File: config.mk
export PLATFORM = sky130hd
export DESIGN_NAME = link_irq_map_serdes_ctl_regs
export DESIGN_NICKNAME = d
export VERILOG_FILES = /design/src/design/link_regs_pkg.sv /design/src/design/chan_cfg_mem.sv /design/src/design/lane_mask_timer.sv /design/src/design/link_irq_map_serdes_ctl_regs.sv
export SDC_FILE = /design/constraint.sdc
export NUM_CORES = 2
export LEC_CHECK = 0
export BUFFER_PORTS_ARGS = -buffer_cell sky130_fd_sc_hd__buf_2
export CAP_MARGIN = 20
export CELL_PAD_IN_SITES_DETAIL_PLACEMENT = 1
export CELL_PAD_IN_SITES_GLOBAL_PLACEMENT = 1
export CORE_ASPECT_RATIO = 0.9
export CORE_MARGIN = 2
export CORE_UTILIZATION = 35
export CTS_BUF_LIST = sky130_fd_sc_hd__clkbuf_8
export CTS_CLUSTER_DIAMETER = 40
export DETAILED_ROUTE_END_ITERATION = 8
export PLACE_DENSITY_LB_ADDON = 0.1
export SKIP_CTS_REPAIR_TIMING = 1
export SLEW_MARGIN = 20
export SYNTH_ARGS = -nofsm -noshare
export SYNTH_HDL_FRONTEND = slang
export SYNTH_SLANG_ARGS = --single-unit
File: constraint.sdc
create_clock -name clk -period 4.1 [get_ports clk]
set_clock_uncertainty 0.2 [all_clocks]
set_input_delay 0.41 -clock clk [delete_from_list [all_inputs] [get_ports clk]]
set_output_delay 0.41 -clock clk [all_outputs]
set_load 0.05 [all_outputs]
File: src/design/link_regs_pkg.sv
// constants shared by the link register bank and its helpers
package link_regs_pkg;
   // register offsets (byte addresses on the local register port)
   localparam logic [7:0]  OFF_CHAN_SELECT  = 8'h60;
   localparam logic [7:0]  OFF_CHAN_CONFIG  = 8'h64;
   localparam logic [7:0]  OFF_PTR_SELECT   = 8'h68;
   localparam logic [7:0]  OFF_PTR_ADDRESS  = 8'h6c;
   localparam logic [7:0]  OFF_LANE_MASK    = 8'h70;
   localparam logic [7:0]  OFF_SPARE_TWO    = 8'h74;
   localparam logic [7:0]  OFF_SPARE_THREE  = 8'h78;
   localparam logic [7:0]  OFF_LANE_POWER   = 8'h7c;
   localparam logic [7:0]  OFF_REMOTE_BASE  = 8'h80;

   // sizes
   localparam int          NUM_CHAN         = 64;
   localparam int          NUM_PTR          = 8;
   localparam int          CHAN_SEL_W       = 8;
   localparam int          PTR_SEL_W        = 4;

   // channel configuration word fields
   localparam int          CFG_ENABLE_BIT   = 31;
   localparam int          CFG_PULSE_BIT    = 30;
   localparam int          CFG_LOW_BIT      = 29;
   localparam int          CFG_SECURE_BIT   = 28;
   localparam int          CFG_SWEN_BIT     = 27;
   localparam int          CFG_DNID_LSB     = 16;
   localparam int          CFG_MPS_LSB      = 8;
   localparam int          CFG_VEC_LSB      = 0;
   localparam logic [31:0] CFG_WR_MASK      = 32'hf803_0f1f;
   localparam logic [31:0] CFG_RST          = 32'h0000_0000;

   // pointer table
   localparam logic [31:0] PTR_WR_MASK      = 32'hffff_fffc;
   localparam logic [31:0] PTR_RST          = 32'h0000_0000;

   // lane mask counts
   localparam int          SLEEP_CNT_LSB    = 24;
   localparam int          DISABLE_CNT_LSB  = 16;
   localparam logic [31:0] LANE_MASK_WR     = 32'hffff_0000;
   localparam logic [31:0] LANE_MASK_RST    = 32'h092e_0000;
   localparam int          MASK_SYMBOLS     = 16;

   // spare and power/test registers
   localparam logic [31:0] SPARE_WR_MASK    = 32'hffff_0000;
   localparam logic [31:0] SPARE_RST        = 32'h0000_0000;
   localparam logic [31:0] POWER_WR_MASK    = 32'hffff_0000;
   localparam logic [31:0] POWER_RST        = 32'h0000_0000;
   localparam int          QUICK_BIT        = 31;
   localparam int          TX_SPC_LSB       = 18;
   localparam int          RX_SPC_LSB       = 16;
   localparam logic [1:0]  SPC_FAST_SLEEP   = 2'h0;
   localparam logic [1:0]  SPC_FULL_SLEEP   = 2'h1;

   // wake-up prescaler lengths in clocks
   localparam int          WAKE_PRESCALE_FULL  = 65536;
   localparam int          WAKE_PRESCALE_QUICK = 256;
endpackage

File: src/design/chan_cfg_mem.sv
// channel configuration store: one write port, two registered read ports
`timescale 1ns/1ps
`default_nettype none
module chan_cfg_mem (
   input  wire logic        clk,
   input  wire logic        wr_en,
   input  wire logic [5:0]  wr_addr,
   input  wire logic [31:0] wr_data,
   input  wire logic [5:0]  rd_a_addr,
   output logic      [31:0] rd_a_data,
   input  wire logic [5:0]  rd_b_addr,
   output logic      [31:0] rd_b_data
);
   logic [31:0] mem [link_regs_pkg::NUM_CHAN];

   // no reset on the array; the top clears it word by word after reset
   always_ff @(posedge clk) begin
      if (wr_en) begin
         mem[wr_addr] <= wr_data;
      end
      rd_a_data <= mem[rd_a_addr];
      rd_b_data <= mem[rd_b_addr];
   end
endmodule
`default_nettype wire

File: src/design/lane_mask_timer.sv
// receive mask timer: hides lane data for count x 16 symbol times
`timescale 1ns/1ps
`default_nettype none
module lane_mask_timer (
   input  wire logic       clk,
   input  wire logic       arst_n,
   input  wire logic       symbol_en,
   input  wire logic       enter_sleep,
   input  wire logic       enter_disable,
   input  wire logic [7:0] sleep_cnt,
   input  wire logic [7:0] disable_cnt,
   output logic            rx_mask
);
   logic [11:0] remain_q;
   logic [11:0] remain_d;
   logic [11:0] load_sleep;
   logic [11:0] load_disable;

   assign load_sleep   = 12'(sleep_cnt * link_regs_pkg::MASK_SYMBOLS);
   assign load_disable = 12'(disable_cnt * link_regs_pkg::MASK_SYMBOLS);

   // a new lane state restarts the window; a zero count gives no mask
   always_comb begin
      remain_d = remain_q;
      if (enter_disable) begin
         remain_d = load_disable;
      end else if (enter_sleep) begin
         remain_d = load_sleep;
      end else if (symbol_en && remain_q != 12'h000) begin
         remain_d = remain_q - 12'h001;
      end
   end

   always_ff @(posedge clk or negedge arst_n) begin
      if (!arst_n) begin
         remain_q <= 12'h000;
      end else begin
         remain_q <= remain_d;
      end
   end

   assign rx_mask = (remain_q != 12'h000);
endmodule
`default_nettype wire

File: src/design/link_irq_map_serdes_ctl_regs.sv
// link controller register bank: channel map, pointer table, lane controls
`timescale 1ns/1ps
`default_nettype none
module link_irq_map_serdes_ctl_regs #(
   parameter int WAKE_PRESCALE = link_regs_pkg::WAKE_PRESCALE_FULL
) (
   input  wire logic        clk,
   input  wire logic        arst_n,
   // local register port
   input  wire logic        reg_wr,
   input  wire logic        reg_rd,
   input  wire logic [7:0]  reg_addr,
   input  wire logic [31:0] reg_wdata,
   output logic      [31:0] reg_rdata,
   output logic             reg_rvalid,
   output logic             reg_busy,
   // remote register window
   output logic             rmt_req,
   output logic             rmt_write,
   output logic      [7:0]  rmt_addr,
   output logic      [31:0] rmt_wdata,
   input  wire logic        rmt_ack,
   input  wire logic [31:0] rmt_rdata,
   // interrupt inputs and software requests
   input  wire logic [63:0] irq_in,
   input  wire logic        sw_irq_req,
   input  wire logic [7:0]  sw_irq_chan,
   input  wire logic        sw_irq_secure,
   input  wire logic        route_to_here,
   input  wire logic        route_to_config,
   // outgoing interrupt packet
   output logic             out_valid,
   input  wire logic        out_ready,
   output logic      [3:0]  out_mps,
   output logic      [4:0]  out_vector,
   output logic             local_set_valid,
   output logic      [4:0]  local_set_vector,
   // received interrupt packet and set-register write
   input  wire logic        rx_valid,
   output logic             rx_ready,
   input  wire logic [3:0]  rx_mps,
   input  wire logic [4:0]  rx_vector,
   output logic             set_valid,
   input  wire logic        set_ready,
   output logic      [31:0] set_addr,
   output logic      [31:0] set_data,
   output logic             set_internal,
   // lane controls
   input  wire logic        symbol_en,
   input  wire logic        lane_enter_sleep,
   input  wire logic        lane_enter_disable,
   output logic             rx_mask,
   output logic             wake_tick,
   output logic      [1:0]  tx_spc,
   output logic      [1:0]  rx_spc,
   output logic             tx_sleep_on,
   output logic             rx_sleep_on,
   output logic             tx_sleep_full,
   output logic             rx_sleep_full
);
   typedef enum logic [1:0] {RMT_IDLE, RMT_WAIT} rmt_state_e;
   typedef enum logic [1:0] {DSP_CLEAR, DSP_IDLE, DSP_FETCH, DSP_SEND} dsp_state_e;

   // lowest pending channel, with a found flag in the top bit
   function automatic logic [6:0] first_set(input logic [63:0] v);
      logic [6:0] r;
      r = 7'h00;
      for (int i = 63; i >= 0; i--) begin
         if (v[i]) begin
            r = {1'b1, 6'(i)};
         end
      end
      return r;
   endfunction

   function automatic logic [31:0] merge(input logic [31:0] old, input logic [31:0] wd,
                                         input logic [31:0] mask);
      return (old & ~mask) | (wd & mask);
   endfunction

   logic [7:0]  chan_sel_q;
   logic [3:0]  ptr_sel_q;
   logic [31:0] ptr_q [link_regs_pkg::NUM_PTR];
   logic [31:0] lane_mask_q, spare2_q, spare3_q, power_q;
   logic [63:0] en_q, pulse_q, low_q, sec_q, swen_q;
   logic [63:0] prev_q, armed_q, pend_q;
   logic [31:0] rdata_q;
   logic        rvalid_q;
   rmt_state_e  rmt_q;
   logic        rmt_write_q;
   logic [7:0]  rmt_addr_q;
   logic [31:0] rmt_wdata_q;
   dsp_state_e  dsp_q;
   logic [5:0]  pick_q;
   logic [5:0]  clr_idx_q;
   logic [15:0] wake_cnt_q;
   logic        wake_q;
   logic        set_valid_q, set_internal_q;
   logic [31:0] set_addr_q, set_data_q;
   logic [31:0] cfg_rd_a, cfg_rd_b;

   // access decode; remote window takes every offset from 0x80 up
   wire is_remote  = reg_addr >= link_regs_pkg::OFF_REMOTE_BASE;
   wire accept     = (rmt_q == RMT_IDLE) && (reg_wr || reg_rd);
   wire wr_local   = accept && reg_wr && !is_remote;
   wire chan_ok    = chan_sel_q < 8'(link_regs_pkg::NUM_CHAN);
   wire ptr_ok     = ptr_sel_q < 4'(link_regs_pkg::NUM_PTR);
   wire [2:0] ptr_i = ptr_sel_q[2:0];
   wire [5:0] chan_i = chan_sel_q[5:0];
   wire wr_cfg     = wr_local && reg_addr == link_regs_pkg::OFF_CHAN_CONFIG && chan_ok;
   wire [31:0] cfg_wr_word = reg_wdata & link_regs_pkg::CFG_WR_MASK;

   // read mux; undecoded and reserved positions return zero
   wire [31:0] rd_mux =
      (reg_addr == link_regs_pkg::OFF_CHAN_SELECT) ? {24'h000000, chan_sel_q} :
      (reg_addr == link_regs_pkg::OFF_CHAN_CONFIG) ? (chan_ok ? cfg_rd_a : 32'h0000_0000) :
      (reg_addr == link_regs_pkg::OFF_PTR_SELECT)  ? {28'h0000000, ptr_sel_q} :
      (reg_addr == link_regs_pkg::OFF_PTR_ADDRESS) ? (ptr_ok ? ptr_q[ptr_i] : 32'h0000_0000) :
      (reg_addr == link_regs_pkg::OFF_LANE_MASK)   ? lane_mask_q :
      (reg_addr == link_regs_pkg::OFF_SPARE_TWO)   ? spare2_q :
      (reg_addr == link_regs_pkg::OFF_SPARE_THREE) ? spare3_q :
      (reg_addr == link_regs_pkg::OFF_LANE_POWER)  ? power_q : 32'h0000_0000;

   // index and plain storage registers
   always_ff @(posedge clk or negedge arst_n) begin
      if (!arst_n) begin
         chan_sel_q  <= 8'h00;
         ptr_sel_q   <= 4'h0;
         lane_mask_q <= link_regs_pkg::LANE_MASK_RST;
         spare2_q    <= link_regs_pkg::SPARE_RST;
         spare3_q    <= link_regs_pkg::SPARE_RST;
         power_q     <= link_regs_pkg::POWER_RST;
         for (int i = 0; i < link_regs_pkg::NUM_PTR; i++) begin
            ptr_q[i] <= link_regs_pkg::PTR_RST;
         end
      end else if (wr_local) begin
         case (reg_addr)
            link_regs_pkg::OFF_CHAN_SELECT: chan_sel_q <= reg_wdata[7:0];
            link_regs_pkg::OFF_PTR_SELECT:  ptr_sel_q <= reg_wdata[3:0];
            link_regs_pkg::OFF_PTR_ADDRESS: begin
               if (ptr_ok) begin
                  ptr_q[ptr_i] <= reg_wdata & link_regs_pkg::PTR_WR_MASK;
               end
            end
            link_regs_pkg::OFF_LANE_MASK:
               lane_mask_q <= merge(lane_mask_q, reg_wdata, link_regs_pkg::LANE_MASK_WR);
            link_regs_pkg::OFF_SPARE_TWO:
               spare2_q <= merge(spare2_q, reg_wdata, link_regs_pkg::SPARE_WR_MASK);
            link_regs_pkg::OFF_SPARE_THREE:
               spare3_q <= merge(spare3_q, reg_wdata, link_regs_pkg::SPARE_WR_MASK);
            link_regs_pkg::OFF_LANE_POWER:
               power_q <= merge(power_q, reg_wdata, link_regs_pkg::POWER_WR_MASK);
            default: ;
         endcase
      end
   end

   // per-channel control bits kept in flops so all 64 inputs are watched at once
   always_ff @(posedge clk or negedge arst_n) begin
      if (!arst_n) begin
         en_q    <= 64'h0;
         pulse_q <= 64'h0;
         low_q   <= 64'h0;
         sec_q   <= 64'h0;
         swen_q  <= 64'h0;
      end else if (wr_cfg) begin
         en_q[chan_i]    <= reg_wdata[link_regs_pkg::CFG_ENABLE_BIT];
         pulse_q[chan_i] <= reg_wdata[link_regs_pkg::CFG_PULSE_BIT];
         low_q[chan_i]   <= reg_wdata[link_regs_pkg::CFG_LOW_BIT];
         sec_q[chan_i]   <= reg_wdata[link_regs_pkg::CFG_SECURE_BIT];
         swen_q[chan_i]  <= reg_wdata[link_regs_pkg::CFG_SWEN_BIT];
      end
   end

   // read answer one cycle after a local read; remote reads wait for the ack
   always_ff @(posedge clk or negedge arst_n) begin
      if (!arst_n) begin
         rdata_q  <= 32'h0000_0000;
         rvalid_q <= 1'b0;
      end else begin
         rvalid_q <= 1'b0;
         if (accept && reg_rd && !is_remote) begin
            rdata_q  <= rd_mux;
            rvalid_q <= 1'b1;
         end else if (rmt_q == RMT_WAIT && rmt_ack && !rmt_write_q) begin
            rdata_q  <= rmt_rdata;
            rvalid_q <= 1'b1;
         end
      end
   end

   // remote window: the access is passed on with 0x80 taken off the address and the port stalls meanwhile
   always_ff @(posedge clk or negedge arst_n) begin
      if (!arst_n) begin
         rmt_q       <= RMT_IDLE;
         rmt_write_q <= 1'b0;
         rmt_addr_q  <= 8'h00;
         rmt_wdata_q <= 32'h0000_0000;
      end else begin
         case (rmt_q)
            RMT_IDLE: begin
               if (accept && is_remote) begin
                  rmt_q       <= RMT_WAIT;
                  rmt_write_q <= reg_wr;
                  rmt_addr_q  <= reg_addr - link_regs_pkg::OFF_REMOTE_BASE;
                  rmt_wdata_q <= reg_wdata;
               end
            end
            RMT_WAIT: if (rmt_ack) rmt_q <= RMT_IDLE;
            default:  rmt_q <= RMT_IDLE;
         endcase
      end
   end

   // detection: polarity first, then edge or level
   wire [63:0] act     = irq_in ^ low_q;
   wire [63:0] hw_evt  = en_q & ((pulse_q & act & ~prev_q) |
                                 (~pulse_q & act & ~armed_q));
   wire        sw_ok   = sw_irq_req && sw_irq_chan < 8'(link_regs_pkg::NUM_CHAN) &&
                         swen_q[sw_irq_chan[5:0]] &&
                         (sw_irq_secure || !sec_q[sw_irq_chan[5:0]]);
   wire [63:0] sw_evt  = sw_ok ? (64'h1 << sw_irq_chan[5:0]) : 64'h0;
   wire [6:0]  next    = first_set(pend_q);
   wire        take    = (dsp_q == DSP_IDLE) && next[6];
   wire [63:0] take_1h = take ? (64'h1 << next[5:0]) : 64'h0;

   // a new event beats the clear of the bit being dispatched
   always_ff @(posedge clk or negedge arst_n) begin
      if (!arst_n) begin
         prev_q  <= 64'h0;
         armed_q <= 64'h0;
         pend_q  <= 64'h0;
      end else begin
         prev_q  <= act;
         armed_q <= (armed_q | (hw_evt & ~pulse_q)) & act; // one event per level assertion
         pend_q  <= (pend_q & ~take_1h) | hw_evt | sw_evt;
      end
   end

   // dispatcher; after reset it first walks the store to clear every word
   always_ff @(posedge clk or negedge arst_n) begin
      if (!arst_n) begin
         dsp_q     <= DSP_CLEAR;
         pick_q    <= 6'h00;
         clr_idx_q <= 6'h00;
      end else begin
         case (dsp_q)
            DSP_CLEAR: begin
               clr_idx_q <= clr_idx_q + 6'h01;
               if (clr_idx_q == 6'h3f) dsp_q <= DSP_IDLE;
            end
            DSP_IDLE: begin
               if (take) begin
                  pick_q <= next[5:0];
                  dsp_q  <= DSP_FETCH;
               end
            end
            DSP_FETCH: dsp_q <= DSP_SEND;
            DSP_SEND: begin
               if (route_to_here || out_ready) dsp_q <= DSP_IDLE;
            end
            default: dsp_q <= DSP_IDLE;
         endcase
      end
   end

   wire mem_clear = (dsp_q == DSP_CLEAR);

   chan_cfg_mem u_cfg (
      .clk       (clk),
      .wr_en     (wr_cfg || mem_clear),
      .wr_addr   (mem_clear ? clr_idx_q : chan_i),
      .wr_data   (mem_clear ? link_regs_pkg::CFG_RST : cfg_wr_word),
      .rd_a_addr (chan_i),
      .rd_a_data (cfg_rd_a),
      .rd_b_addr (pick_q),
      .rd_b_data (cfg_rd_b)
   );

   // outgoing packet or local pending set, fields straight from the store
   assign out_valid        = (dsp_q == DSP_SEND) && !route_to_here;
   assign local_set_valid  = (dsp_q == DSP_SEND) && route_to_here;
   assign out_mps          = cfg_rd_b[link_regs_pkg::CFG_MPS_LSB +: 4];
   assign out_vector       = cfg_rd_b[link_regs_pkg::CFG_VEC_LSB +: 5];
   assign local_set_vector = cfg_rd_b[link_regs_pkg::CFG_VEC_LSB +: 5];

   // received packets: pointer lookup, at most one set-register write per packet
   assign rx_ready = !set_valid_q || set_ready;
   wire   rx_take  = rx_valid && rx_ready;
   wire   rx_hit   = rx_mps < 4'(link_regs_pkg::NUM_PTR);
   wire [31:0] ptr_hit = ptr_q[rx_mps[2:0]];

   always_ff @(posedge clk or negedge arst_n) begin
      if (!arst_n) begin
         set_valid_q    <= 1'b0;
         set_addr_q     <= 32'h0000_0000;
         set_data_q     <= 32'h0000_0000;
         set_internal_q <= 1'b0;
      end else if (rx_take) begin
         set_valid_q    <= rx_hit;                  // unmatched selects are dropped
         set_addr_q     <= route_to_config ? {24'h000000, ptr_hit[7:0]} : ptr_hit;
         set_data_q     <= 32'h0000_0001 << rx_vector;
         set_internal_q <= route_to_config;
      end else if (set_ready) begin
         set_valid_q <= 1'b0;
      end
   end

   assign set_valid    = set_valid_q;
   assign set_addr     = set_addr_q;
   assign set_data     = set_data_q;
   assign set_internal = set_internal_q;

   // wake-up prescaler; quick mode trades realism for short test runs
   wire        quick    = power_q[link_regs_pkg::QUICK_BIT];
   wire [15:0] wake_end = quick ? 16'(link_regs_pkg::WAKE_PRESCALE_QUICK - 1)
                                : 16'(WAKE_PRESCALE - 1);
   always_ff @(posedge clk or negedge arst_n) begin
      if (!arst_n) begin
         wake_cnt_q <= 16'h0000;
         wake_q     <= 1'b0;
      end else begin
         wake_q     <= (wake_cnt_q >= wake_end);
         wake_cnt_q <= (wake_cnt_q >= wake_end) ? 16'h0000 : wake_cnt_q + 16'h0001;
      end
   end
   assign wake_tick = wake_q;

   lane_mask_timer u_mask (
      .clk           (clk),
      .arst_n        (arst_n),
      .symbol_en     (symbol_en),
      .enter_sleep   (lane_enter_sleep),
      .enter_disable (lane_enter_disable),
      .sleep_cnt     (lane_mask_q[link_regs_pkg::SLEEP_CNT_LSB +: 8]),
      .disable_cnt   (lane_mask_q[link_regs_pkg::DISABLE_CNT_LSB +: 8]),
      .rx_mask       (rx_mask)
   );

   // power control decode: bit 1 set disables sleep entirely
   assign tx_spc        = power_q[link_regs_pkg::TX_SPC_LSB +: 2];
   assign rx_spc        = power_q[link_regs_pkg::RX_SPC_LSB +: 2];
   assign tx_sleep_on   = !tx_spc[1];
   assign rx_sleep_on   = !rx_spc[1];
   assign tx_sleep_full = (tx_spc == link_regs_pkg::SPC_FULL_SLEEP);
   assign rx_sleep_full = (rx_spc == link_regs_pkg::SPC_FULL_SLEEP);

   // register port outputs
   assign reg_rdata  = rdata_q;
   assign reg_rvalid = rvalid_q;
   assign reg_busy   = (rmt_q != RMT_IDLE);
   assign rmt_req    = (rmt_q == RMT_WAIT);
   assign rmt_write  = rmt_write_q;
   assign rmt_addr   = rmt_addr_q;
   assign rmt_wdata  = rmt_wdata_q;
endmodule
`default_nettype wire

-- Yosys cells after proc, flatten, opt, wreduce, memory -nomap -nowiden
Memory sizes are Yosys's and may differ from the RTL's. A register that Yosys moved wholly into a read port is not among the register bits.
Index checks and enable logic that the tools add are counted.
- input port bits: 168
- word-level logic and storage cells: 270
- register bits after elaboration: 1093
- memories: 1
- RAM bits: 2048
- memory list (name ; depth ; bits a word ; read ports ; clocked after Yosys merged registers in ; wr ports ; RTL line ; text):
    u_cfg.mem ; 64 ; 32 ; 2 ; 2 ; 1 ; chan_cfg_mem.sv:14 ; logic [31:0] mem [link_regs_pkg::NUM_CHAN];
- equal/unequal tests: 20
- reduce and logical (&&, ||, !) cells: 50
- mux-type cells: 119
- shifts and indexed selects: 3
- bitwise gates (word level): 23
- $lt $le $gt $ge: 12
- add/sub/neg operators: 4
- operators with widths (cell ; number):
    32-bit 2-to-1 mux ; 19
    64-bit AND ; 8
    7-bit 2-to-1 mux ; 64
    64-bit bitwise mux ; 5
    256-bit bitwise mux ; 1
    64-bit inverter ; 4
    64-bit bitwise OR ; 4
    32-bit binary-select mux with 3-bit select ; 2
    64-bit 2-to-1 mux ; 2
    16-bit by 32-bit bitwise OR with 32-bit output ; 4
    1-bit by 6-bit << shifter with 64-bit output (first input constant) ; 2
    32-bit demux with 3-bit select ; 1
    8-bit by 7-bit == test with 1-bit output (second input constant) ; 8
    64-bit bitwise XOR ; 1
    12-bit 2-to-1 mux ; 3
    16-bit 2-to-1 mux ; 2
    1-bit by 5-bit << shifter with 32-bit output (first input constant) ; 1
    1-bit logical AND ; 20
    2-bit AND reduction ; 9
    16-bit by 1-bit adder with 16-bit output (second input constant) ; 1
    16-bit greater-or-equal comparator ; 1
    8-bit by 7-bit less-than comparator with 1-bit output (second input constant) ; 2
    6-bit by 7-bit less-than comparator with 1-bit output (second input constant) ; 2
    1-bit binary-select mux with 6-bit select ; 2
    27 further kinds ; 63

-- Longest topological paths before layout
- depth in word-level cells: 70
- depth in mapped cells: 11
- gate-level depth less buffers: 9

-- Modules after synthesis
From an unflattened synthesis, not the netlist that was laid out.
- cells, all modules: 7958
- area, all modules: 142904.6 µm²
- modules (own cells, without submodules) (module ; cells an instance ; seq. area each (µm²) ; area an instance (µm²) ; instances):
    chan_cfg_mem ; 4412 ; 62780.2 ; 95660.5 ; 1
    link_irq_map_serdes_ctl_regs ; 3432 ; 24981.5 ; 46284.4 ; 1
    lane_mask_timer ; 114 ; 300.3 ; 959.7 ; 1

-- Worst setup path after synthesis
Ideal clock, no wire load.
- path kind: input -> register
- from: input reg_addr[7]
- to: memory u_cfg.mem[33][0] (enable)
- data required time: 3.491 ns
- setup time: 0.409 ns
- data arrival time: 2.978 ns
- stages on the path: 7
- buffers on the path: 0
- path slack: 0.513 ns
- cells stage by stage: nor4b_2 -> nand3b_2 -> nor4_4 -> nor2b_1 -> a21o_1 -> nand2_1 -> nor3_1
- longest elaborated chain between the ends: 8
- elaborated cells on any way between the ends: 9
- classes of those cells: order compare: 1; eq/ne: 1; mux: 2; reduce/logical: 5
- ends and longest elaborated chain (item ; RTL line ; text):
    start, declared ; link_irq_map_serdes_ctl_regs.sv:12 ; input wire logic [7:0] reg_addr,
    8-bit greater-or-equal comparator ; link_irq_map_serdes_ctl_regs.sv:103 ; wire is_remote = reg_addr >= link_regs_pkg::OFF_REMOTE_BASE;
    1-bit zero test ; link_irq_map_serdes_ctl_regs.sv:105 ; wire wr_local = accept && reg_wr && !is_remote;
    1-bit logical AND ; link_irq_map_serdes_ctl_regs.sv:105 ;
    1-bit logical AND * (2 in a row) ; link_irq_map_serdes_ctl_regs.sv:110 ; wire wr_cfg = wr_local && reg_addr == link_regs_pkg::OFF_CHAN_CONFIG && chan_ok;
    1-bit logical OR * ; link_irq_map_serdes_ctl_regs.sv:271 ; .wr_en (wr_cfg || mem_clear),
    1-bit 2-to-1 mux * ; chan_cfg_mem.sv:18 ; if (wr_en) begin
    1-bit 2-to-1 mux (implied by the code) * ; chan_cfg_mem.sv:19 ; mem[wr_addr] <= wr_data;
    end, declared ; chan_cfg_mem.sv:14 ;
Every way passes the cells marked *; elsewhere a longest branch is shown, timed or not.

-- Worst setup path in the final report
- from: register ptr_sel_q[1]
- to: register rdata_q[5] (netlist: reg_rdata[5])
- longest elaborated chain between the ends: 10
- elaborated cells on any way between the ends: 11
- classes of those cells: order compare: 1; mux: 9; bitwise: 1
- ends and longest elaborated chain (item ; RTL line ; text):
    start, declared ; link_irq_map_serdes_ctl_regs.sv:82 ; logic [3:0] ptr_sel_q;
    start signal, assigned ; link_irq_map_serdes_ctl_regs.sv:139 ; link_regs_pkg::OFF_PTR_SELECT: ptr_sel_q <= reg_wdata[3:0];
    3-bit inverter with 4-bit output (implied by the code) ; link_irq_map_serdes_ctl_regs.sv:118 ; (reg_addr == link_regs_pkg::OFF_PTR_ADDRESS) ? (ptr_ok ? ptr_q[ptr_i] : 32'h0000_0000) :
    32-bit binary-select mux with 3-bit select ; link_irq_map_serdes_ctl_regs.sv:118 ;
    32-bit 2-to-1 mux (implied by the code) (2 in a row) ; link_irq_map_serdes_ctl_regs.sv:118 ;
    32-bit 2-to-1 mux * (2 in a row) ; link_irq_map_serdes_ctl_regs.sv:118 ;
    32-bit 2-to-1 mux * ; link_irq_map_serdes_ctl_regs.sv:117 ; (reg_addr == link_regs_pkg::OFF_PTR_SELECT) ? {28'h0000000, ptr_sel_q} :
    32-bit 2-to-1 mux * ; link_irq_map_serdes_ctl_regs.sv:116 ; (reg_addr == link_regs_pkg::OFF_CHAN_CONFIG) ? (chan_ok ? cfg_rd_a : 32'h0000_0000) :
    32-bit 2-to-1 mux * ; link_irq_map_serdes_ctl_regs.sv:115 ; (reg_addr == link_regs_pkg::OFF_CHAN_SELECT) ? {24'h000000, chan_sel_q} :
    32-bit 2-to-1 mux * ; link_irq_map_serdes_ctl_regs.sv:182 ; if (accept && reg_rd && !is_remote) begin
    end signal, assigned ; link_irq_map_serdes_ctl_regs.sv:183 ; rdata_q <= rd_mux;
    end signal, assigned ; link_irq_map_serdes_ctl_regs.sv:186 ; rdata_q <= rmt_rdata;
    end, declared ; link_irq_map_serdes_ctl_regs.sv:87 ; logic [31:0] rdata_q;
Every way passes the cells marked *; elsewhere a longest branch is shown, timed or not. The select of a mux whose other input is x is not followed.
A chain may end at the register's enable or synchronous reset.

==> results.md <==
- Status: finished with violations
- Violated checks: negative hold slack
- H-tree depth: 5
- Leakage: 39.7 nW
- Post-synthesis register bit count: 2059
- Fill count: 25072
- Synth top cells by count: edfxtp_1, dfrtp_1, mux2_2
- Post-synth EDFFs: 1024
- CP endpoint kind: flip-flop
- Worst R2R Start: ptr_sel_q[1]$_DFFE_PN0P_
- Least-Margin Pin Slew: 1120 ps
- Reg area: 56500 um2
- Worst EP required: 4780 ps
- Synth Area in Simple Gates: 4.92%
- Initial antenna violation count: 20
- Clk Latency, worst-skew pair: 1020 ps
- Total die area: 255000 um2
- TritonCTS clock tree: yes
- Arr. time, crit path: 4390 ps
- Setup-failing EPs final: 0
- I/O Buffers: 334
- Top-count cell post-synth: edfxtp_1
- GRT Total Usage: 24.9%
- Final Util: 42.6%
- Vias: 59388
- Type of the worst min-delay path: input pin to flip-flop
- Fmax: 270 MHz
- Die height: 479 um
- Synth unique cells: 79
- Die width: 532 um
- Synth Area in Adders: 0.214%
- Synthesized cell area: 87800 um2
- Initial DRC Count: 5473
- Total core area: 250000 um2
- Largest net degree at the start of global routing: 99
- Sequential area share after synthesis: 64.4%
- Worst hold slack: -5.31 ps
- Final ANT Viol Nets: 0
- Period utilization: 90.5%
- Hold wc startpoint: irq_in[56]
- P per Cell Area: 435 nW/um2
- Root Buffer: clkbuf_8
- Top cells by area, synth: edfxtp_1, dfrtp_1, mux2_2
- Max-cap viol count: 0
- Crit Path Max Fanout: 10
- Nets: 6855
- Critical path type: flip-flop to flip-flop
- Final Wtd Congestion: 0.861
- Worst Setup SP: ptr_sel_q[1]$_DFFE_PN0P_
- Sink Count: 2059
- Io pins: 337
- Area grow syn2layout: 21.0%
- Final Hold Violating Endpoints: 3
- Dpl ws: 253 ps
- First-pass GRT wire length: 462000 um
- Initial Util: 35.2%
- WL/cell: 31.4 um
- Area of the multi-input gates: 30000 um2
- DR pass1 iterations: 7
- Synth Instances: 5786
- Longest Clk Path Bufs: 4
- Final min period: 3710 ps
- Avg Cell Area, Syn: 15.2 um2
- Clk slew on worst S/H paths: 60 ps
- Synth Area in XOR/XNOR: 0.908%
- Slew headroom: 25.6%
- Setup TNS: 0 ps
- Post-layout worst setup margin: 390 ps
- Synth Area in Compound Gates: 10.3%
- Yosys warning count: 0
- Ys flop type: edfxtp_1
- Layout cells sized above 1: 33.4%
- Post-synth ARST share: 49.1%
- Gr ovfl total: 0
- Dpl hpwl: 213000 um
- RSZ-0062 raised after global routing: no
- Vias in the first global route: 60786
- Total CTS buffers: 393
- Leading area contributor after synthesis: edfxtp_1
- Post-synth top area share: 35.0%
- Peak VDD IR: 243 uV
- Main combinational cell family by area after synthesis: multiplexers
- Critical Path Start Type: flip-flop
- Cell Rows: 174
- Mux contribution to synthesized area: 17.3%
- WL final: 325000 um
- Vias per inst: 5.74
- Power, Total: 0.0462 W
- Max-slew violations: 0
- DRC: 0
## final timing paths
check | endpoint | slack [ps] | cells past startpoint
hold reg to reg | set_addr[15]$_DFFE_PN0P_ | 280 | 2
max in group asynchronous | lane_mask_q[17]$_DFFE_PN1P_ | 2500 | 5
setup reg to reg | reg_rdata[5]$_DFFE_PN0P_ | 390 | 7
min in group asynchronous | pend_q[6]$_DFF_PN0_ | 560 | 4
hold / removal | prev_q[56]$_DFF_PN0_ | -5 | 3
setup / recovery | reg_rdata[5]$_DFFE_PN0P_ | 390 | 7
## state kept, by name, summed over array words and instances (netlist names), 30 cells and up
register   flops
low_q         64
u_cfg.mem   1024
ptr_q        240
sec_q         64
reg_rdata     32
pulse_q       64
prev_q        64
set_addr      30
pend_q        64
set_data      32
en_q          64
swen_q        64
armed_q       64
rmt_wdata     32
## kinds of logic (layout without fill, tap and decap cells)
group	count (synthesis)	in the layout
xor+xnor	91	91
compound gates	1253	1253
mux	1077	1077
flops	2059	2059
buf+inv	423	1625
fa+ha+maj	15	15
other cells	1	14
simple gates	867	867
## layout make-up
cell class / instances / share of cell area (%)
well taps: 3344 / 3.94
multi-input cells: 3305 / 28.3
clock inverters: 263 / 1.84
flip-flops and latches: 2059 / 53.2
clock buffers: 449 / 5.81
inverters: 30 / 0.106
diodes: 12 / 0.0283
repair buffers: 883 / 6.82
## metal layers
layer / global-route usage, % / part of all wire [%]
met5: 0 / 0.0080
met1: 36.3 / 46
met4: 7.42 / 3.0
met2: 38.0 / 45
met3: 4.13 / 6.3
## cells in the final DEF (no fill, tap or decap), types with 17 or more instances in the layout
cell and n:
a41oi_1 44, nand4_1 74, a21oi_1 101, o211ai_1 69, dlygate4sd3_1 224, o21a_1 72
nor3_1 32, clkbuf_8 449, buf_4 261, o21ai_0 146, clkinvlp_4 21, clkinv_2 53
clkinv_1 38, dfxtp_1 25, nand2b_1 20, nor4_1 17, o31ai_1 19, xor2_1 78
a22o_1 69, inv_1 134, nor2b_1 80, mux2i_1 114, dfrtp_1 999, mux4_2 287
a221oi_1 59, buf_2 328, edfxtp_1 1024, bufinv_16 27, nor2_1 139, mux2_2 674
nand2_1 188, nand3_1 129, buf_12 68, nor2_2 60, a31oi_1 35, a22oi_1 564
## metrics by stage
stage / cells / area [um2]
6_report: 10345 / 106000
5_1_grt: 10339 / 106000
4_1_cts: 10108 / 104000
3_5_place_dp: 9396 / 95800
3_3_place_gp: 9394 / 95800
2_1_floorplan: 5787 / 87800
## worst max-delay path, cell delays in order, from the launching register on
cell	delay (ps)
dfrtp_1	550
and3_1	440
buf_4	270
a22oi_1	210
nand4_1	440
a221oi_1	820
a21oi_1	70
dlygate4sd3_1	590
## report_power, final
part	internal, W	total (W)	switching [W]
clock	0.0118	0.0210	0.00927
sequential	0.0219	0.0220	0.000187
combinational	0.000929	0.00312	0.00219
total	0.0345	0.0462	0.0116
Note: power is estimated with default switching activity, not from simulation.
